### src/pkg/lra_monitor_pkg.sv
// Package for the actuator period and supply monitor register bank.
// Assumes one 250 MHz system clock and an on-chip register access port.
package lra_monitor_pkg;

    // Register offsets
    localparam logic [7:0] ADDR_OL_PERIOD = 8'h20;
    localparam logic [7:0] ADDR_SUPPLY = 8'h21;
    localparam logic [7:0] ADDR_RES_PERIOD = 8'h22;

    // Values after reset
    localparam logic [7:0] RESET_OL_PERIOD = 8'h00;
    localparam logic [7:0] RESET_SUPPLY = 8'h00;
    localparam logic [7:0] RESET_RES_PERIOD = 8'h00;

    // Period code unit: 98.46 us, counted at a 4 ns clock
    localparam int CLK_PERIOD_PS = 4000;
    localparam int UNIT_TIME_PS = 98460000;
    localparam logic [14:0] UNIT_CYCLES_DEF = 15'(UNIT_TIME_PS / CLK_PERIOD_PS);
    localparam logic [14:0] HALF_STEP = 15'h0002;

    // Half-units without a back-EMF crossing that count as one failed attempt
    localparam logic [7:0] MISS_HALF_TICKS = 8'hFF;
    // Fewest synchronisation attempts before open-loop fallback
    localparam logic [2:0] FALLBACK_BASE_ATTEMPTS = 3'h3;

    // Drive modes, one-hot
    typedef enum logic [3:0] {
        MODE_IDLE = 4'h1,
        MODE_CLOSED = 4'h2,
        MODE_OPEN = 4'h4,
        MODE_ERM = 4'h8
    } drive_mode_t;

    // One register access from the serial front end
    typedef struct packed {
        logic wr;
        logic rd;
        logic [7:0] addr;
        logic [7:0] wdata;
    } reg_req_t;

    // Resonance tracker state
    typedef struct packed {
        logic sync1;
        logic sync2;
        logic prev;
        logic [7:0] halfCnt;
        logic [7:0] periodCode;
        logic update;
        logic crossing;
        logic miss;
    } tracker_state_t;

    // Register bank and drive state
    typedef struct packed {
        drive_mode_t mode;
        logic [7:0] openLoopPeriodCode;
        logic [7:0] supplyCode;
        logic [7:0] resonancePeriodCode;
        logic [7:0] rdata;
        logic ack;
        logic [14:0] acc;
        logic halfTick;
        logic [7:0] halfCnt;
        logic polarity;
        logic [2:0] missCnt;
        logic openLoop;
        logic outP;
        logic outN;
    } bank_state_t;

endpackage

### src/rtl/resonance_tracker.sv
// Auto-resonance tracker: times back-EMF zero crossings in half-units.
// Assumes a raw comparator pin and a half-unit tick from the same clock as sys_clk.
`timescale 1ns/100ps
module resonance_tracker (
    input wire logic sys_clk,
    input wire logic reset,
    input wire logic enable,
    input wire logic halfTick,
    input wire logic backEmfComparator,
    output logic [7:0] periodCode,
    output logic update,
    output logic crossing,
    output logic miss
);
    import lra_monitor_pkg::*;

    tracker_state_t s_q;
    tracker_state_t s_d;

    // Next state
    always_comb begin
        s_d = s_q;
        s_d.update = 1'b0;
        s_d.crossing = 1'b0;
        s_d.miss = 1'b0;
        // Two-flop synchroniser, third flop for the edge
        s_d.sync1 = backEmfComparator;
        s_d.sync2 = s_q.sync1;
        s_d.prev = s_q.sync2;
        if (!enable) begin
            s_d.halfCnt = 8'h00;
        end else if (s_q.sync2 != s_q.prev) begin
            s_d.periodCode = s_q.halfCnt;
            s_d.update = 1'b1;
            s_d.crossing = 1'b1;
            s_d.halfCnt = 8'h00;
        end else if (halfTick) begin
            if (s_q.halfCnt == MISS_HALF_TICKS) begin
                s_d.miss = 1'b1;
                s_d.halfCnt = 8'h00;
            end else begin
                s_d.halfCnt = s_q.halfCnt + 8'h01;
            end
        end
    end

    // State register
    always_ff @(posedge sys_clk) begin
        if (reset) begin
            s_q <= '0;
        end else begin
            s_q <= s_d;
        end
    end

    assign periodCode = s_q.periodCode;
    assign update = s_q.update;
    assign crossing = s_q.crossing;
    assign miss = s_q.miss;
endmodule

### src/rtl/resonance_period_code_and_supply_monitor.sv
// Period and supply monitor register bank with actuator drive polarity.
// Assumes the serial front end, sequencer and supply converter share sys_clk.
`timescale 1ns/100ps
module resonance_period_code_and_supply_monitor #(
    parameter logic [14:0] UNIT_CYCLES = lra_monitor_pkg::UNIT_CYCLES_DEF
) (
    input wire logic sys_clk,
    input wire logic reset,
    input wire lra_monitor_pkg::reg_req_t regReq,
    input wire logic driveActive,
    input wire logic lraSelect,
    input wire logic openLoopSelect,
    input wire logic ermReverse,
    input wire logic autoFallbackEnable,
    input wire logic [1:0] fallbackAttemptCount,
    input wire logic [7:0] supplySample,
    input wire logic supplySampleValid,
    input wire logic backEmfComparator,
    output logic [7:0] regRdata,
    output logic regAck,
    output logic driveOutP,
    output logic driveOutN,
    output logic openLoopActive
);
    import lra_monitor_pkg::*;

    bank_state_t s_q;
    bank_state_t s_d;
    logic [7:0] trkPeriod;
    logic trkUpdate;
    logic trkCross;
    logic trkMiss;

    // Attempts allowed before fallback for a count code
    function automatic logic [2:0] attemptsFor(input logic [1:0] code);
        attemptsFor = FALLBACK_BASE_ATTEMPTS + {1'b0, code};
    endfunction

    // Read multiplexer, unmapped offsets read zero
    function automatic logic [7:0] readMux(input bank_state_t st, input logic [7:0] addr);
        readMux = 8'h00;
        if (addr == ADDR_OL_PERIOD) begin
            readMux = st.openLoopPeriodCode;
        end else if (addr == ADDR_SUPPLY) begin
            readMux = st.supplyCode;
        end else if (addr == ADDR_RES_PERIOD) begin
            readMux = st.resonancePeriodCode;
        end
    endfunction

    resonance_tracker u_tracker (
        .sys_clk(sys_clk),
        .reset(reset),
        .enable(driveActive & lraSelect),
        .halfTick(s_q.halfTick),
        .backEmfComparator(backEmfComparator),
        .periodCode(trkPeriod),
        .update(trkUpdate),
        .crossing(trkCross),
        .miss(trkMiss)
    );

    // Next state
    always_comb begin
        s_d = s_q;
        s_d.ack = 1'b0;
        s_d.halfTick = 1'b0;

        // Half-unit prescaler: two per unit, exact on average
        if (!driveActive) begin
            s_d.acc = 15'h0000;
        end else if (s_q.acc + HALF_STEP >= UNIT_CYCLES) begin
            s_d.acc = 15'(s_q.acc + HALF_STEP - UNIT_CYCLES);
            s_d.halfTick = 1'b1;
        end else begin
            s_d.acc = 15'(s_q.acc + HALF_STEP);
        end

        // Register writes and reads
        if (regReq.wr) begin
            s_d.ack = 1'b1;
            if (regReq.addr == ADDR_OL_PERIOD) begin
                s_d.openLoopPeriodCode = regReq.wdata;
            end else if (regReq.addr == ADDR_SUPPLY) begin
                s_d.supplyCode = regReq.wdata;
            end else if (regReq.addr == ADDR_RES_PERIOD) begin
                s_d.resonancePeriodCode = regReq.wdata;
            end
        end
        if (regReq.rd) begin
            s_d.ack = 1'b1;
            s_d.rdata = readMux(s_q, regReq.addr);
        end

        if (driveActive && supplySampleValid) begin
            s_d.supplyCode = supplySample;
        end
        if (driveActive && trkUpdate) begin
            s_d.resonancePeriodCode = trkPeriod;
        end

        // Drive mode sequencing
        unique case (s_q.mode)
            MODE_IDLE: begin
                s_d.halfCnt = 8'h00;
                s_d.missCnt = 3'h0;
                s_d.polarity = 1'b0;
                if (driveActive) begin
                    if (!lraSelect) begin
                        s_d.mode = MODE_ERM;
                    end else if (openLoopSelect) begin
                        s_d.mode = MODE_OPEN;
                    end else begin
                        s_d.mode = MODE_CLOSED;
                    end
                end
            end
            MODE_CLOSED: begin
                if (!driveActive) begin
                    s_d.mode = MODE_IDLE;
                end else if (trkCross) begin
                    // Polarity follows each back-EMF crossing
                    s_d.polarity = ~s_q.polarity;
                    s_d.missCnt = 3'h0;
                end else if (trkMiss) begin
                    if (autoFallbackEnable &&
                        (s_q.missCnt + 3'h1 >= attemptsFor(fallbackAttemptCount))) begin
                        s_d.mode = MODE_OPEN;
                        s_d.halfCnt = 8'h00;
                    end else if (s_q.missCnt != 3'h7) begin
                        s_d.missCnt = s_q.missCnt + 3'h1;
                    end
                end
            end
            MODE_OPEN: begin
                if (!driveActive) begin
                    s_d.mode = MODE_IDLE;
                end else if (s_q.halfTick) begin
                    if ({1'b0, s_q.halfCnt} + 9'h001 >= {1'b0, s_q.openLoopPeriodCode}) begin
                        s_d.polarity = ~s_q.polarity;
                        s_d.halfCnt = 8'h00;
                    end else begin
                        s_d.halfCnt = s_q.halfCnt + 8'h01;
                    end
                end
            end
            MODE_ERM: begin
                if (!driveActive) begin
                    s_d.mode = MODE_IDLE;
                end
            end
            default: begin
                s_d.mode = MODE_IDLE;
            end
        endcase

        // Output bridge polarity from the next mode
        s_d.openLoop = (s_d.mode == MODE_OPEN);
        if (s_d.mode == MODE_IDLE) begin
            s_d.outP = 1'b0;
            s_d.outN = 1'b0;
        end else if (s_d.mode == MODE_ERM) begin
            s_d.outP = ~ermReverse;
            s_d.outN = ermReverse;
        end else begin
            s_d.outP = s_d.polarity;
            s_d.outN = ~s_d.polarity;
        end
    end

    // State register
    always_ff @(posedge sys_clk) begin
        if (reset) begin
            s_q <= '0;
            s_q.mode <= MODE_IDLE;
            s_q.openLoopPeriodCode <= RESET_OL_PERIOD;
            s_q.supplyCode <= RESET_SUPPLY;
            s_q.resonancePeriodCode <= RESET_RES_PERIOD;
        end else begin
            s_q <= s_d;
        end
    end

    assign regRdata = s_q.rdata;
    assign regAck = s_q.ack;
    assign driveOutP = s_q.outP;
    assign driveOutN = s_q.outN;
    assign openLoopActive = s_q.openLoop;
endmodule

### config.mk
export PLATFORM = sky130hd
export DESIGN_NAME = resonance_period_code_and_supply_monitor
export DESIGN_NICKNAME = d
export VERILOG_FILES = /design/src/pkg/lra_monitor_pkg.sv /design/src/rtl/resonance_tracker.sv /design/src/rtl/resonance_period_code_and_supply_monitor.sv
export SDC_FILE = /design/constraint.sdc
export NUM_CORES = 1
export LEC_CHECK = 0
export ABC_AREA = 1
export BUFFER_PORTS_ARGS = -buffer_cell sky130_fd_sc_hd__clkbuf_2
export CORE_MARGIN = 1
export CORE_UTILIZATION = 40
export CTS_BUF_LIST = sky130_fd_sc_hd__clkbuf_4 sky130_fd_sc_hd__clkbuf_8
export DETAILED_ROUTE_END_ITERATION = 8
export SYNTH_ARGS = -nofsm -noshare
export SYNTH_HDL_FRONTEND = slang
export SYNTH_SLANG_ARGS = --single-unit
### constraint.sdc
create_clock -name sys_clk -period 2.3 [get_ports sys_clk]
set_input_delay 0.115 -clock sys_clk [delete_from_list [all_inputs] [get_ports sys_clk]]
set_output_delay 0.115 -clock sys_clk [all_outputs]
set_load 0.02 [all_outputs]
==> results.md <==
| Stage | Item | Value |
|---|---|---|
| outcome | Run status | completed |
| setup path | Logic depth of the worst register-to-register path | 16 |
| synth | Syn Area/Cell | 6.93 um^2 |
| timing | Final-report hold violation count | 0 |
| timing | Total setup violations reported at the end of the flow | 0 |
| setup path | Most used cell along the critical path | nand2_1 |
| synth | Top post-synthesis cells by count | nand2_1, dfxtp_1, inv_1, nor2_1 |
| timing | Worst hold slack across all endpoints | 0.0156 ns |
| global routing | Initial antenna violation count | 0 |
| setup path | Worst Setup Start Kind | register |
| layout | Ant. Diodes | 0 |
| floorplan | Core Rows | 40 |
| synth | Top-count cell post-synth | nand2_1 |
| routing | Iteration-0 DRC count of the detailed router | 281 |
| placed design | Post-place setup slack | -0.140 ns |
| power and ir drop | Worst-case vdd ir drop | 0.450 mV |
| worst hold path | Cell count of the worst hold path | 3 |
| timing | Final Max Tran Viols | 0 |
| global routing | Total track usage | 20.4% |
| layout | Fraction of the core area covered by cells at the end of the flow | 48.8% |
| timing | Setup repair after global routing missed its margin | true |
| setup path | Worst endpoint data arrival time | 2.57 ns |
| setup path | Type of the setup path with the least slack | register to register |
| synth | Dominant combinational cell family by area after synthesis | simple AND/OR/NAND/NOR gates |
| synth | Count of unique library cells instantiated by Yosys | 38 |
| setup path | Worst setup path endpoint | s_q[8] |
| placed design | Standard cell area after detailed placement | 5400 um^2 |
| setup path | Critical-path top delay cell | dfxtp_2 |
| placed design | Placed Instances | 903 |
| power and ir drop | Cell area power density | 504 nW/um^2 |
| synth | Leading register cell type out of synthesis | dfxtp_1 |
| setup path | Kind of end point of the critical path | register |
| synth | Area fraction in compound gates after synthesis | 16.2% |
| synth | Gate Count Post-Synth | 712 |
| routing | Via count | 4915 |
| layout | Final instance count without filler cells | 931 |
| setup path | Largest fanout of any net on the critical path | 7 |
| placed design | Buffers added on ports | 48 |
| routing | Detail-routed via count per cell | 5.28 |
| floorplan | Initial core utilization | 41.1% |
| global routing | Vias in the first global route | 4580 |
| setup path | Endpoint of the lowest-slack register-to-register path | s_q[8] |
| timing | Worst setup margin | 0.0394 ns |
| routing | Final antenna-violating net count | 0 |
| synth | Post-synthesis mux area share | 0.203% |
| clocking | Number of buffers added by the clock tree synthesis step | 9 |
| layout | Fraction of final layout cells sized beyond drive strength 1 | 19.5% |
| global routing | Total gr overflow | 0 |
| setup path | Worst flop-to-flop path startpoint | s_q[8] |
| timing | Period utilisation layout | 98.3% |
| clocking | Deepest level of the CTS H-tree | 3 |
| synth | Xor and xnor fraction of the mapped netlist area | 2.31% |
| synth | Area leader, netlist | dfxtp_1 |
| setup path | Critical path's largest stage delay | 0.36 ns |
| clocking | Clock latency on the worst-skew pair | 0.38 ns |
| clocking | Clock buffer depth | 2 |
| global routing | Largest net degree at the start of global routing | 41 |
| routing | DRC violations left | 0 |
| synth | Count of flip-flops with a built-in enable after synthesis | 0 |
| power and ir drop | Total power | 2.96 mW |
| routing | Final Routed Wirelength | 12.4 mm |
| synth | FF+latch count, synth | 89 |
| layout | Signed area change from the synthesized netlist to the final layout | 18.8% |
| floorplan | Number of top-level design ports | 49 |
| clocking | CTS Root Cell | clkbuf_8 |
| layout | Layout filler cell count | 1236 |
| synth | Yosys top cell area share | 36.1% |
| setup path | Data required, critical path | 2.61 ns |
| timing | Max Clock Skew | 0.00682 ns |
| timing | Transition at the pin with the smallest max-transition slack | 0.724 ns |
| synth | Post-synthesis share of cell area spent on and, or, nand and nor gates | 30.5% |
| floorplan | Die outline area | 12800 um^2 |
| timing | Clock period minus worst slack | 2.26 ns |
| setup path | Sequence of cells on the critical path | ha_4 -> nand2_4 -> nor2_4 -> nand3_1 -> xor2_1 -> ha_1 -> nand2_1 -> inv_1 -> nand2_1 -> nand2_1 -> nand2_1 -> nand2_2 -> nor2_2 -> buf_6 -> nand2_4 -> a21oi_2 |
| flow run | Max Cap Viol | 0 |
| synth | Number of warning messages in the yosys log | 0 |
| clocking | Worst-path clk slew | 0.09 ns |
| timing | Max transition margin | 51.6% |
| floorplan | Die height | 113 um |
| floorplan | Standard cell core area | 12000 um^2 |
| synth | Summed instance area of the synthesized netlist | 4940 um^2 |
| timing | Max frequency | 0.442 GHz |
| layout | Area of all placed cells without fillers | 5870 um^2 |
| timing | Fin Setup TNS | 0 ns |
| clocking | Clock sinks | 89 |
| synth | Fraction of the yosys area taken by sequential cells | 36.1% |
| layout | # nets final | 835 |
| setup path | CP Launch Point | s_q[8] |
| global routing | Wire length of the first global-routing pass | 20.9 mm |
| routing | Router iterations before antenna repair | 5 |
| synth | Post-synth net total | 768 |
| routing | Average wire length per cell after detail routing | 13.4 um |
| synth | Adder and majority gate portion of the synthesized area | 4.82% |
| power and ir drop | Leakage power total | 2.53 nW |
| floorplan | Horizontal extent of the die | 113 um |
| synth | Asr flop ratio synth | 0% |
| setup path | Register-to-register path setup slack | 0.04 ns |
| synth | Ranking of synthesized cells by area | dfxtp_1, nand2_1, a21oi_1 |
| clocking | CTS tree | built |
| placed design | Routability-driven placement congestion ratio | 0.830 |
| placed design | Total half-perimeter wirelength after legalization and detailed placement | 9.25 mm |
| worst hold path | Path class of the lowest-slack min-delay path | input pin to register |
-- worst min path at each step --
stage | from | to | slack (ns)
2_1_floorplan | reset | openLoopActive | 0.19
3_3_place_gp | backEmfComparator | u_tracker.s_d[20] | 0.31
3_5_place_dp | backEmfComparator | u_tracker.s_d[20] | 0.31
4_1_cts | regReq[6] | s_q[46] | 0.0006
5_1_grt | regReq[6] | s_q[46] | 0.009
6_report | regReq[6] | s_q[46] | 0.02
-- layer usage --
metal | share of wire (%) | track usage (%) | wire [um]
met5 | 0 | 0 | 0
met4 | 1.3 | 6.14 | 161
met3 | 5.5 | 5.09 | 680
met2 | 46 | 33.4 | 5730
met1 | 47 | 26.4 | 5860
-- cells in the final DEF, fill, tap and decap left out, drive strengths merged --
cell type and n:
and3 1, dfxtp 89, nor2 73, xnor2 4
mux2i 1, o31ai 2, or2 2, a31oi 25
nand2 145, o21a 2, o2111ai 1, clkinvlp 1
xor2 9, clkinv 5, dlygate4sd3 12, o21bai 2
a211oi 1, o21ai 51, a21oi 60, nand4 38
inv 82, clkbuf 58, o211ai 2, nand3 60
nor3 8, nand3b 1, ha 19, buf 29
nor4 1
-- cell families (layout without fill, tap and decap cells) --
kind of cell,Yosys count,count (layout)
xor gates and xnor gates,13,13
and+or+nand+nor,329,329
adders and majority gates,19,19
AOI/OAI and AO/OA,146,146
buffers and inverters,115,187
muxes,1,1
DFF,89,89
-- timing repair --
item / 4_1_cts / 5_1_grt
setup endpoints to repair: 11 / 29
hold buffers: 12 / 0
resized for setup: 5 / 38
buffers inserted: 0 / 0
endpoints found under the hold margin: 13 / 0
pin swaps: 1 / 15
-- layout make-up --
| class | instances | area (um^2) | share of cell area, % |
|---|---|---|---|
| flip-flops and latches | 89 | 1790 | 30.5 |
| well taps | 147 | 184 | 3.13 |
| clock buffers | 10 | 138 | 2.35 |
| repair buffers | 89 | 582 | 9.92 |
| multi-input cells | 508 | 2820 | 48.0 |
| clock inverters | 6 | 50.0 | 0.853 |
| inverters | 82 | 308 | 5.25 |
-- power by group --
part | total (mW) | internal (mW) | switching (mW)
registers | 1.60 | 1.58 | 0.0201
logic | 0.317 | 0.118 | 0.199
clock network | 1.04 | 0.437 | 0.605
total | 2.96 | 2.13 | 0.823
-- state kept, by name, indices dropped and copies added, names as in the netlist --
name / count
u_tracker.miss: 1
s_q: 56
driveOutP: 1
openLoopActive: 1
regRdata: 8
driveOutN: 1
u_tracker.s_q: 9
u_tracker.periodCode: 8
u_tracker.crossing: 1
u_tracker.s_d: 2
regAck: 1
-- critical path: cells and delay by family, from the launching register on --
kind,cells,cell delay (ns)
compound gates,1,0.14
xor+xnor,1,0.24
flops,1,0.36
buf+inv,2,0.19
fa+ha+maj,2,0.45
simple gates,10,0.82
(Power assumes the default switching activity.)
